$ cat config.mk
export PLATFORM = sky130hd
export DESIGN_NAME = odm_top
export DESIGN_NICKNAME = d
export VERILOG_FILES = /design/src/odm_pkg.sv /design/src/odm_fuse_array.sv /design/src/odm_top.sv
export SDC_FILE = /design/constraint.sdc
export NUM_CORES = 1
export LEC_CHECK = 0
export BUFFER_PORTS_ARGS = -buffer_cell sky130_fd_sc_hd__clkbuf_2
export CAP_MARGIN = 20
export CORE_MARGIN = 1
export CORE_UTILIZATION = 50
export CTS_BUF_LIST = sky130_fd_sc_hd__clkbuf_8 sky130_fd_sc_hd__clkbuf_16
export DETAILED_ROUTE_END_ITERATION = 12
export HOLD_SLACK_MARGIN = 0.02
export PLACE_DENSITY = 0.79
export SLEW_MARGIN = 20
export SYNTH_ARGS = -nofsm -noshare
export SYNTH_HDL_FRONTEND = slang
export SYNTH_HIERARCHICAL = 1
export SYNTH_SLANG_ARGS = --single-unit
$ cat constraint.sdc
create_clock -name hclk -period 2.3 [get_ports hclk]
set_input_delay 0.575 -clock hclk [delete_from_list [all_inputs] [get_ports hclk]]
set_output_delay 0.575 -clock hclk [all_outputs]
set_load 0.03 [all_outputs]
$ cat src/odm_pkg.sv
// package for the fuse default memory block
package odm_pkg;
    localparam logic [31:0] ADDR_FUSE_READBACK = 32'h0000_0005;
    localparam logic [31:0] ADDR_PROGRAM       = 32'h0000_0010;
    localparam logic [31:0] ADDR_DRIVE_CFG     = 32'h0000_0020;
    localparam logic [31:0] ADDR_SINGLE_LINE   = 32'h0000_0018;
    localparam logic [31:0] ADDR_DEAD_STATUS   = 32'h0000_001c;
    localparam int          ADDR_BYTE_SCALE    = 4;
    localparam int          DT_POS             = 6;
    localparam int          SHORT_POS          = 5;
    localparam int          TRIM_POS           = 0;
    localparam int          TRIM_W             = 5;
    localparam logic [7:0]  FUSE_BLANK         = 8'h00;
    localparam logic [3:0]  DT_CODE0_CYCLES    = 4'h4;
    localparam logic [3:0]  SHORT_LEVEL_LOW    = 4'h6;
    localparam logic [3:0]  SHORT_LEVEL_HIGH   = 4'hc;
    localparam logic [4:0]  FACTORY_TRIM       = 5'h10;
    localparam logic [1:0]  HTRANS_NONSEQ      = 2'h2;

    typedef struct packed {
        logic [3:0] dead_time_cycles;
        logic [3:0] highside_ground_fault_level;
        logic [3:0] lowside_supply_fault_level;
        logic [4:0] oscillator_trim_code;
    } odm_cfg_t;

    typedef enum logic [1:0] {ST_LOAD, ST_RUN} odm_state_t;
endpackage : odm_pkg

$ cat src/odm_fuse_array.sv
// one-time-programmable fuse byte, set-only cells
`timescale 1ns/1ps
module odm_fuse_array #(
    parameter logic [4:0] FACTORY_TRIM = odm_pkg::FACTORY_TRIM
) (
    input  wire logic       hclk,
    input  wire logic       hresetn,
    input  wire logic       prog_en,
    input  wire logic [7:0] prog_mask,
    output logic      [7:0] fuse_q
);
    // power-up contents: blank cells read zero, factory trim in the low bits
    logic [7:0] cell_q = {odm_pkg::FUSE_BLANK[7:5], FACTORY_TRIM};
    logic [7:0] fuse_d;

    // only ones can be burnt; nothing burns while reset is held
    always_comb begin
        fuse_d = cell_q;
        if (prog_en && hresetn) begin
            fuse_d = cell_q | prog_mask;
        end
    end

    // cells carry no reset: a bus reset must never unburn a fuse
    always_ff @(posedge hclk) begin
        cell_q <= fuse_d;
    end

    assign fuse_q = cell_q;

    // once set, a fuse never drops
    a_fuse_never_clears: assert property (@(posedge hclk) disable iff (!hresetn)
        ((fuse_q & ~$past(fuse_q)) == (fuse_q ^ $past(fuse_q))))
        else $error("fuse bit cleared");
endmodule : odm_fuse_array

$ cat src/odm_top.sv
// fuse default memory with ahb-lite register access
// Operation
// - 8-bit read-only fuse readback register at word 0x05, byte address 0x14
// - unprogrammed fuse bits read as zero
// - programming only sets fuse bits, never clears them
// - low five fuse bits carry factory oscillator trim
// - bits 7:6 pick dead time: 0 gives four, else code clocks
// - bit 5 sets both short levels to 6 or 12
// - bits 4:0 give oscillator trim, 0 lowest, 31 highest
// - dead time counted in clocks, only with single-line control
`timescale 1ns/1ps
module odm_top #(
    parameter logic [4:0] FACTORY_TRIM = odm_pkg::FACTORY_TRIM
) (
    input  wire logic        hclk,
    input  wire logic        hresetn,
    input  wire logic        hsel,
    input  wire logic [31:0] haddr,
    input  wire logic [1:0]  htrans,
    input  wire logic        hwrite,
    input  wire logic [2:0]  hsize,
    input  wire logic [31:0] hwdata,
    input  wire logic        hready,
    output logic      [31:0] hrdata,
    output logic             hreadyout,
    output logic             hresp,
    input  wire logic        gate_request,
    output logic             gate_high,
    output logic             gate_low,
    output odm_pkg::odm_cfg_t cfg,
    output logic             cfg_valid
);
    logic [7:0]          fuse_q;
    logic                prog_en;
    logic [7:0]          prog_mask;
    odm_pkg::odm_state_t state_q;
    logic                wr_q;
    logic [31:0]         addr_q;
    logic                single_line_q;
    logic [3:0]          dt_cnt_q;
    logic                gate_req_q;
    logic [3:0]          dt_default;
    logic [3:0]          short_default;

    odm_fuse_array #(.FACTORY_TRIM(FACTORY_TRIM)) u_fuse (
        .hclk      (hclk),
        .hresetn   (hresetn),
        .prog_en   (prog_en),
        .prog_mask (prog_mask),
        .fuse_q    (fuse_q)
    );

    // fuse decode into defaults
    always_comb begin
        dt_default = (fuse_q[odm_pkg::DT_POS +: 2] == 2'h0) ? odm_pkg::DT_CODE0_CYCLES
                   : {2'h0, fuse_q[odm_pkg::DT_POS +: 2]};
        short_default = fuse_q[odm_pkg::SHORT_POS] ? odm_pkg::SHORT_LEVEL_HIGH
                      : odm_pkg::SHORT_LEVEL_LOW;
    end

    // ahb address phase capture; slave never waits
    always_ff @(posedge hclk or negedge hresetn) begin
        if (!hresetn) begin
            wr_q   <= 1'b0;
            addr_q <= 32'h0000_0000;
        end else if (hready) begin
            wr_q   <= hsel && htrans == odm_pkg::HTRANS_NONSEQ && hwrite;
            addr_q <= haddr;
        end
    end

    // fuse programming write; only ones are burnt, trim writes allowed but discouraged
    assign prog_en   = wr_q && addr_q == odm_pkg::ADDR_PROGRAM && state_q == odm_pkg::ST_RUN;
    assign prog_mask = hwdata[7:0];

    // reset loads the fuse defaults once, then software may tune
    always_ff @(posedge hclk or negedge hresetn) begin
        if (!hresetn) begin
            state_q   <= odm_pkg::ST_LOAD;
            cfg       <= '0;
            cfg_valid <= 1'b0;
        end else begin
            case (state_q)
                odm_pkg::ST_LOAD: begin
                    cfg.dead_time_cycles            <= dt_default;
                    cfg.highside_ground_fault_level <= short_default;
                    cfg.lowside_supply_fault_level  <= short_default;
                    cfg.oscillator_trim_code        <= fuse_q[odm_pkg::TRIM_POS +: odm_pkg::TRIM_W];
                    cfg_valid <= 1'b1;
                    state_q   <= odm_pkg::ST_RUN;
                end
                odm_pkg::ST_RUN: begin
                    if (wr_q && addr_q == odm_pkg::ADDR_DRIVE_CFG) begin
                        cfg <= hwdata[16:0];
                    end
                end
                default: state_q <= odm_pkg::ST_LOAD;
            endcase
        end
    end

    // single-line mode select
    always_ff @(posedge hclk or negedge hresetn) begin
        if (!hresetn) begin
            single_line_q <= 1'b0;
        end else if (wr_q && addr_q == odm_pkg::ADDR_SINGLE_LINE) begin
            single_line_q <= hwdata[0];
        end
    end

    // dead time: both gates off for dead_time_cycles clocks after a change
    always_ff @(posedge hclk or negedge hresetn) begin
        if (!hresetn) begin
            gate_req_q <= 1'b0;
            dt_cnt_q   <= 4'h0;
        end else begin
            gate_req_q <= gate_request;
            if (single_line_q && cfg_valid && gate_request != gate_req_q) begin
                dt_cnt_q <= cfg.dead_time_cycles;
            end else if (dt_cnt_q != 4'h0) begin
                dt_cnt_q <= dt_cnt_q - 4'h1;
            end
        end
    end

    // gate outputs; without single-line mode both gates are held off
    always_ff @(posedge hclk or negedge hresetn) begin
        if (!hresetn) begin
            gate_high <= 1'b0;
            gate_low  <= 1'b0;
        end else if (!single_line_q || !cfg_valid) begin
            gate_high <= 1'b0;
            gate_low  <= 1'b0;
        end else begin
            // counter at one releases the gate, so the gap is dead_time_cycles clocks, one clock when the count is zero
            gate_high <= gate_request && dt_cnt_q <= 4'h1 && gate_request == gate_req_q;
            gate_low  <= !gate_request && dt_cnt_q <= 4'h1 && gate_request == gate_req_q;
        end
    end

    // bus response, zero-wait, always okay
    always_comb begin
        hreadyout = 1'b1;
        hresp     = 1'b0;
    end

    // read data launched in the address phase, so it stands for the whole data phase
    always_ff @(posedge hclk or negedge hresetn) begin
        if (!hresetn) begin
            hrdata <= 32'h0000_0000;
        end else if (hready && hsel && htrans == odm_pkg::HTRANS_NONSEQ && !hwrite) begin
            case (haddr)
                odm_pkg::ADDR_FUSE_READBACK * odm_pkg::ADDR_BYTE_SCALE: hrdata <= {24'h0, fuse_q};
                odm_pkg::ADDR_DRIVE_CFG:   hrdata <= {15'h0, cfg};
                odm_pkg::ADDR_SINGLE_LINE: hrdata <= {31'h0, single_line_q};
                odm_pkg::ADDR_DEAD_STATUS: hrdata <= {27'h0, cfg_valid, dt_cnt_q};
                default:                   hrdata <= 32'h0000_0000;
            endcase
        end
    end

    // trim default copied from the fuses on the load edge
    a_load_after_reset: assert property (@(posedge hclk) disable iff (!hresetn)
        $rose(cfg_valid) |-> cfg.oscillator_trim_code == fuse_q[4:0])
        else $error("trim not loaded from fuses");

    // blank dead-time code maps to four clocks
    a_dead_code_zero: assert property (@(posedge hclk) disable iff (!hresetn)
        $rose(cfg_valid) && $past(fuse_q[7:6]) == 2'h0 |-> cfg.dead_time_cycles == 4'h4)
        else $error("dead time code zero not four");

    // both short detectors share one fuse bit
    a_short_levels: assert property (@(posedge hclk) disable iff (!hresetn)
        $rose(cfg_valid) |-> cfg.highside_ground_fault_level == (fuse_q[5] ? 4'hc : 4'h6))
        else $error("short level default wrong");
    a_lowside_level: assert property (@(posedge hclk) disable iff (!hresetn)
        $rose(cfg_valid) |-> cfg.lowside_supply_fault_level == (fuse_q[5] ? 4'hc : 4'h6))
        else $error("lowside short level default wrong");

    // shoot-through guard
    a_no_overlap: assert property (@(posedge hclk) disable iff (!hresetn)
        !(gate_high && gate_low))
        else $error("gates overlap");

    // a one-clock gap is always there from the gate_req_q compare, so only longer ones are checked
    a_gap_after_edge: assert property (@(posedge hclk) disable iff (!hresetn)
        single_line_q && cfg_valid && $changed(gate_request) && cfg.dead_time_cycles > 4'h1
        |=> ##1 !gate_high && !gate_low)
        else $error("no dead time after edge");

    // the gap must not outlast the programmed count
    a_dead_gap_ends: assert property (@(posedge hclk) disable iff (!hresetn)
        single_line_q && cfg_valid && dt_cnt_q == 4'h1 && gate_request == gate_req_q
        |=> gate_high || gate_low)
        else $error("dead time too long");

    // separate-input mode never drives the gates from this path
    a_no_gate_double: assert property (@(posedge hclk) disable iff (!hresetn)
        !$past(single_line_q) |-> !gate_high && !gate_low)
        else $error("gate driven outside single-line mode");

    // readback shows the fuses as they stood in the address phase
    a_readback_word: assert property (@(posedge hclk) disable iff (!hresetn)
        hready && hsel && htrans == 2'h2 && !hwrite && haddr == 32'h14 |=> hrdata == {24'h0, $past(fuse_q)})
        else $error("fuse readback mismatch");

    // a write to the readback word burns nothing
    a_readback_ro: assert property (@(posedge hclk) disable iff (!hresetn)
        hready && hsel && htrans == 2'h2 && hwrite && haddr == 32'h14 |=> ##1 fuse_q == $past(fuse_q))
        else $error("readback write changed fuses");

    // programming ors the mask into the cells
    a_prog_sets_only: assert property (@(posedge hclk) disable iff (!hresetn)
        prog_en |=> fuse_q == ($past(fuse_q) | $past(prog_mask)))
        else $error("programming result wrong");
endmodule : odm_top

After elaboration in Yosys (flattened, before gate mapping):

Cells that the tools add are included.

* output and inout port bits: 54
* bits in registers: 101
* logic and storage cells: 67

* bitwise operators: 1
* mux-type cells: 10
* magnitude comparators: 1
* reductions and logical operators: 27
* $add $sub $neg: 1
* equal/unequal tests: 12

Operator list (count)
* $eq A32 B5 Y1 const B: 5
* $pmux W17 S4: 1
* $eq A32 B6 Y1 const B: 2
* $pmux W17 S2: 1
* $mux W17: 1
* $logic_and A1 B1 Y1: 16
* $mux W4: 3
* $or A8 B8 Y8: 1
* $le A4 B1 Y1 const B: 1
* $logic_not A1 Y1: 4
* $logic_not A2 Y1: 2
* $pmux W2 S2: 1
* $reduce_bool A2 Y1: 2
* $reduce_bool A4 Y1: 1
* $sub A4 B1 Y4 const B: 1
* $mux W3: 1
* $eq A2 B1 Y1 const B: 1
* $eq A2 B2 Y1 const B: 1
* $mux W1: 2
* $ne A2 B1 Y1 const B: 1
* $reduce_and A2 Y1: 1
* $eq A1 B1 Y1: 1
* $logic_or A1 B1 Y1: 1
* $ne A1 B1 Y1: 1

Logic depth before layout (Yosys ltp):

* word-level depth: 4
* mapped depth: 7
* mapped depth without buffers: 6

Hierarchy:

The synthesis kept the hierarchy.

Modules (own cells, without submodules)
* odm_top: times used 1, area each 3573.4 um^2, cells each 316, sequential area each 1926.8 um^2
* odm_fuse_array: times used 1, area each 296.5 um^2, cells each 17, sequential area each 240.2 um^2

Worst setup path after synthesis:

No wires, ideal clock.

* kind: input-to-reg
* start: input htrans[0]
* end: register hrdata[1]
* setup time: 0.080 ns
* data arrival time: 2.021 ns
* required time: 2.220 ns
* slack: 0.199 ns
* stages: 6
* cells stage by stage: nand3b_4 -> or3b_1 -> buf_2 -> a2111o_1 -> or2_4 -> o211ai_2

* word-level cells in the longest chain between the ends: 3

Ends and longest elaborated chain
* from (decl): line odm_top.sv:19 `input wire logic [1:0] htrans,`
* $eq A2 B2 Y1: line odm_top.sv:151 `end else if (hready && hsel && htrans == odm_pkg::HTRANS_NONSEQ && !hwrite) begin`
* $logic_and A1 B1 Y1 (2 in series): line odm_top.sv:151
* to (signal assigned): line odm_top.sv:153 `odm_pkg::ADDR_FUSE_READBACK * odm_pkg::ADDR_BYTE_SCALE: hrdata <= {24'h0, fuse_q};`
* to (signal assigned): line odm_top.sv:154 `odm_pkg::ADDR_DRIVE_CFG: hrdata <= {15'h0, cfg};`
* to (signal assigned): line odm_top.sv:155 `odm_pkg::ADDR_SINGLE_LINE: hrdata <= {31'h0, single_line_q};`
* to (decl): line odm_top.sv:24 `output logic [31:0] hrdata,`

Every way passes these cells.
A chain may end at the register's enable or synchronous reset.

Final worst setup path:

* start: register addr_q[7]
* end: register u_fuse.cell_q[2], in the netlist u_fuse/fuse_q[2] (enable)

* word-level cells in the longest chain between the ends: 4

Ends and longest elaborated chain
* from (decl): line odm_top.sv:38 `logic [31:0] addr_q;`
* from (signal assigned): line odm_top.sv:68 `addr_q <= haddr;`
* $eq A32 B5 Y1: line odm_top.sv:73 `assign prog_en = wr_q && addr_q == odm_pkg::ADDR_PROGRAM && state_q == odm_pkg::ST_RUN;`
* $logic_and A1 B1 Y1 (2 in series): line odm_top.sv:73
* named net prog_en: line odm_top.sv:34 `logic prog_en;`
* $logic_and A1 B1 Y1: line odm_fuse_array.sv:19 `if (prog_en && hresetn) begin`
* to (signal assigned): line odm_fuse_array.sv:26 `cell_q <= fuse_d;`
* to (decl): line odm_fuse_array.sv:13 `logic [7:0] cell_q = {odm_pkg::FUSE_BLANK[7:5], FACTORY_TRIM};`

The timed path passes the listed nets, and every way through them passes these cells.

==> results.md <==
- The post-CTS setup buffer count is 0.
- For this run, the detailed router's first-pass iteration total came to 4.
- In this run the critical register-to-register path is launched from addr_q[7].
- The clock arrives with about 0.011 ns of skew.
- The total chip power is roughly 3.3 mW.
- The number of nets with antenna violations after routing is 0.
- The repair_antennas step left the layout with diodes totalling 0.
- The number of placed I/O pins is between 100 and 150.
- Setup repair after global routing left no endpoint under its margin.
- The number of antenna violations at the first check in global routing is 0.
- The post-placement setup slack is 0.0905 ns.
- Counting along the longest clock path gives a buffer depth of 2.
- The average detailed-routed wire length per instance is between 15 and 20 um.
- The number of clock buffers added by TritonCTS is 9.
- The number of standard-cell rows in the floorplan is 31.
- The floorplan die width is between 80 and 90 um.
- After technology mapping, the gate count stands at ~330.
- The number of buffers inserted by port buffering is 93.
- Of the available clock period, the critical path in the final layout requires 93.5%.
- The die area is ~8100 um^2.
- The worst path setup slack after routing is between 0.1 and 0.15 ns.
- Derived from the worst setup path, the maximum achievable clock frequency is 0.465 GHz.
- Dividing total power by cell area gives a power density of around 700 nW/um^2.
- Leaving out fill and tap cells, the most frequent cells in the layout are 92 x clkbuf_2, 77 x dfrtp_1, 39 x nand2_1, 36 x mux2_2, 20 x mux2i_1.
- Summed over all layers, the global routing overflow is 0.
- After clock tree synthesis, the clock-pin slew on the worst setup and hold paths is approximately 0.080 ns.
- The deepest level of the CTS H-tree is 3.
- In this run the worst hold path is classified as in -> async.
- STA puts the critical path data required time at between 2 and 2.5 ns.
- The per-cell via count in the routed design is around 5.4.
- The top fanout value on the critical path is 8.
- The aggregate negative setup slack is 0 ns.
- In this run, post-CTS repair resized a total of 0 instances.
- The pin count of the biggest net entering global routing is 78.
- From bottom edge to top edge, the die measures between 80 and 90 um.
- Synthesis instantiated 39 different standard cells from the library.
- The time the final worst path needs with I/O delays and setup is 2.15 ns.
- The total of warnings raised by yosys is 6.
- The highest ir drop seen on vdd is between 0.4 and 0.5 mV.
- The flop and latch count out of synthesis is 85.
- The first routing iteration left 155 violations.
- The number of hold-slack violations in the final timing report is 0.
- The max-slew violation total from the final report was 0.
- The proportion of synthesized chip area in sequential cells is 56.0%.
- The global placer's final weighted congestion is 0.829.
- The library cell used most frequently in the layout, excluding fill and tap cells, is clkbuf_2.
- After floorplanning, the core was sized to cover between 7000 and 8000 um^2.
- The total via count in the routed design is around 2.9k.
- Each instance of the synthesized netlist takes up on average between 10 and 15 um^2.
- The initial utilization of the core area, before any placement, comes to a little over half.
- The via count of the first global-routing pass is around 2.9k.
- The number of cells traversed by the worst register-to-register path is 6.
- Summed over all layers, the routed wires come to 8470 um.
- The worst setup path is of the reg -> reg kind.
- The fraction of layout instances using a drive strength above 1 is 37.9%.
- For this design the static power due to leakage is about 2.1 nW.
- The wire length of the first global-routing pass is 14,000 um.
- The final net count is ~510.
- The cell at the root of the clock tree is clkbuf_8.
- The startpoint kind of the worst setup timing path is a flop.
- The number of setup violations in the final report is 0.
- For the worst-skew pair, the clock arrives at the later sink with an insertion delay of roughly 0.36 ns.
- The number of hold-repair buffers added at the cts stage is 0.
- In the routed design, unresolved DRC markers number 0.
- In this run the cell area of the synthesized design comes to 3870 um^2.
- The clock tree from TritonCTS is built.
- Global routing used between 20% and 30% of the available tracks.
- Detailed placement finished with a half-perimeter wire length of ~6000 um.
- Relative to the synthesized area, the layout overhead comes to 21.2%.
- The number of max-cap violations is 0.
- STA classifies the critical path endpoint as a flop.
- The flow ran to the end, and the final reports show no timing, DRC or antenna violations.
- The data arrival at the endpoint of the critical path is roughly 2.2 ns.
- The most critical setup path has its startpoint at addr_q[7].
- The CTS sink count is 85.
-- kinds of logic (layout without fill, tap and decap cells) --
group	after synthesis	after routing	synth area share (%)
and+or+nand+nor	116	116	15.6
AOI/OAI and AO/OA	34	34	5.79
other	2	18	0.194
xor gates and xnor gates	2	2	0.453
adders and majority gates	2	2	0.647
muxes	56	56	15.6
buffers and inverters	36	128	5.63
DFF	85	85	56.0
-- where the power goes --
group          total, mW  switching (mW)  internal (mW)
Combinational      0.483           0.261          0.222
Sequential          1.72          0.0995           1.62
Clock               1.06           0.529          0.529
Total               3.26           0.889           2.37
-- registers in the layout, indices dropped and copies added, names as in the netlist --
name and count:
addr_q 32, cfg 17, cfg_valid 1, dt_cnt_q 4, gate_high 1, gate_low 1
gate_req_q 1, hrdata 17, single_line_q 1, state_q 1, u_fuse/fuse_q 8, wr_q 1
-- cell type report --
type	instances	area, um^2
timing repair buffer	107	623
tap	99	124
inverter	5	18.8
sequential	85	2170
multi-input combinational	228	1560
clock inverter	6	63.8
fill	602	2680
clock buffer	10	138
-- metal layers --
layer  share of wire (%)  vias to the layer above  track usage, %
met5                   0                        -               0
met4                 3.2                        0            9.54
met3                 6.0                       25            6.18
met2                  49                      104            36.1
met1                  41                     1407            28.0
li1                    -                     1360               -
-- critical path: stages, from the launching register on --
cell	delay, ns
dfrtp_1	0.38
nor4_1	0.37
nand4_1	0.22
nor4_1	0.37
and3_1	0.23
and2_1	0.17
buf_12	0.13
-- through the flow --
| step | hold WS, ns | cells | util, % | instance area [um^2] |
|---|---|---|---|---|
| 3_3_place_gp | 0.449 | 524 | 60.9 | 4490 |
| 3_5_place_dp | 0.458 | 524 | 60.9 | 4490 |
| 5_1_grt | 0.255 | 540 | 63.6 | 4690 |
| 4_1_cts | 0.252 | 540 | 63.6 | 4690 |
| 6_report | 0.210 | 540 | 63.6 | 4690 |
| 2_1_floorplan | 0.279 | 349 | - | 3930 |
-- final timing paths --
path	to	slack (ns)
min	cfg[5]	0.21
max	u_fuse/fuse_q[2]	0.15
min in group hclk	gate_req_q	0.39
max reg2reg	u_fuse/fuse_q[2]	0.15
max in group asynchronous	wr_q	1.73
min reg2reg	hrdata[14]	0.47
-- cells in the mapped netlist --
library cell	number	area share (%)
nor4b_1	2	0.45
nor2b_1	5	0.81
mux2i_1	20	5.2
or2_1	8	1.3
xnor2_1	2	0.45
and2_1	1	0.16
inv_1	5	0.49
nand3_1	17	2.2
nor2_1	10	0.97
o211ai_2	4	1.3
a22oi_1	4	0.78
nand4_1	2	0.32
clkbuf_1	8	0.78
edfxtp_1	8	6.2
buf_2	3	0.39
nand2b_1	1	0.16
a21oi_1	11	1.4
nand3b_4	1	0.52
or2_4	1	0.23
nor3b_1	2	0.39
mux2_2	36	10
or3_1	1	0.16
dfrtp_1	77	50
or3b_1	1	0.23
a2111o_1	1	0.29
o311ai_0	1	0.23
nor3_2	1	0.26
a21o_1	1	0.19
and3_1	2	0.32
buf_4	19	3.7
nor4_1	15	2.4
buf_6	1	0.29
nand3b_1	1	0.19
conb_1	2	0.19
o22ai_1	1	0.16
nand2_1	39	3.8
o21ai_0	11	1.4
ha_1	2	0.65
nor3_1	6	0.78
(Power assumes the default switching activity.)
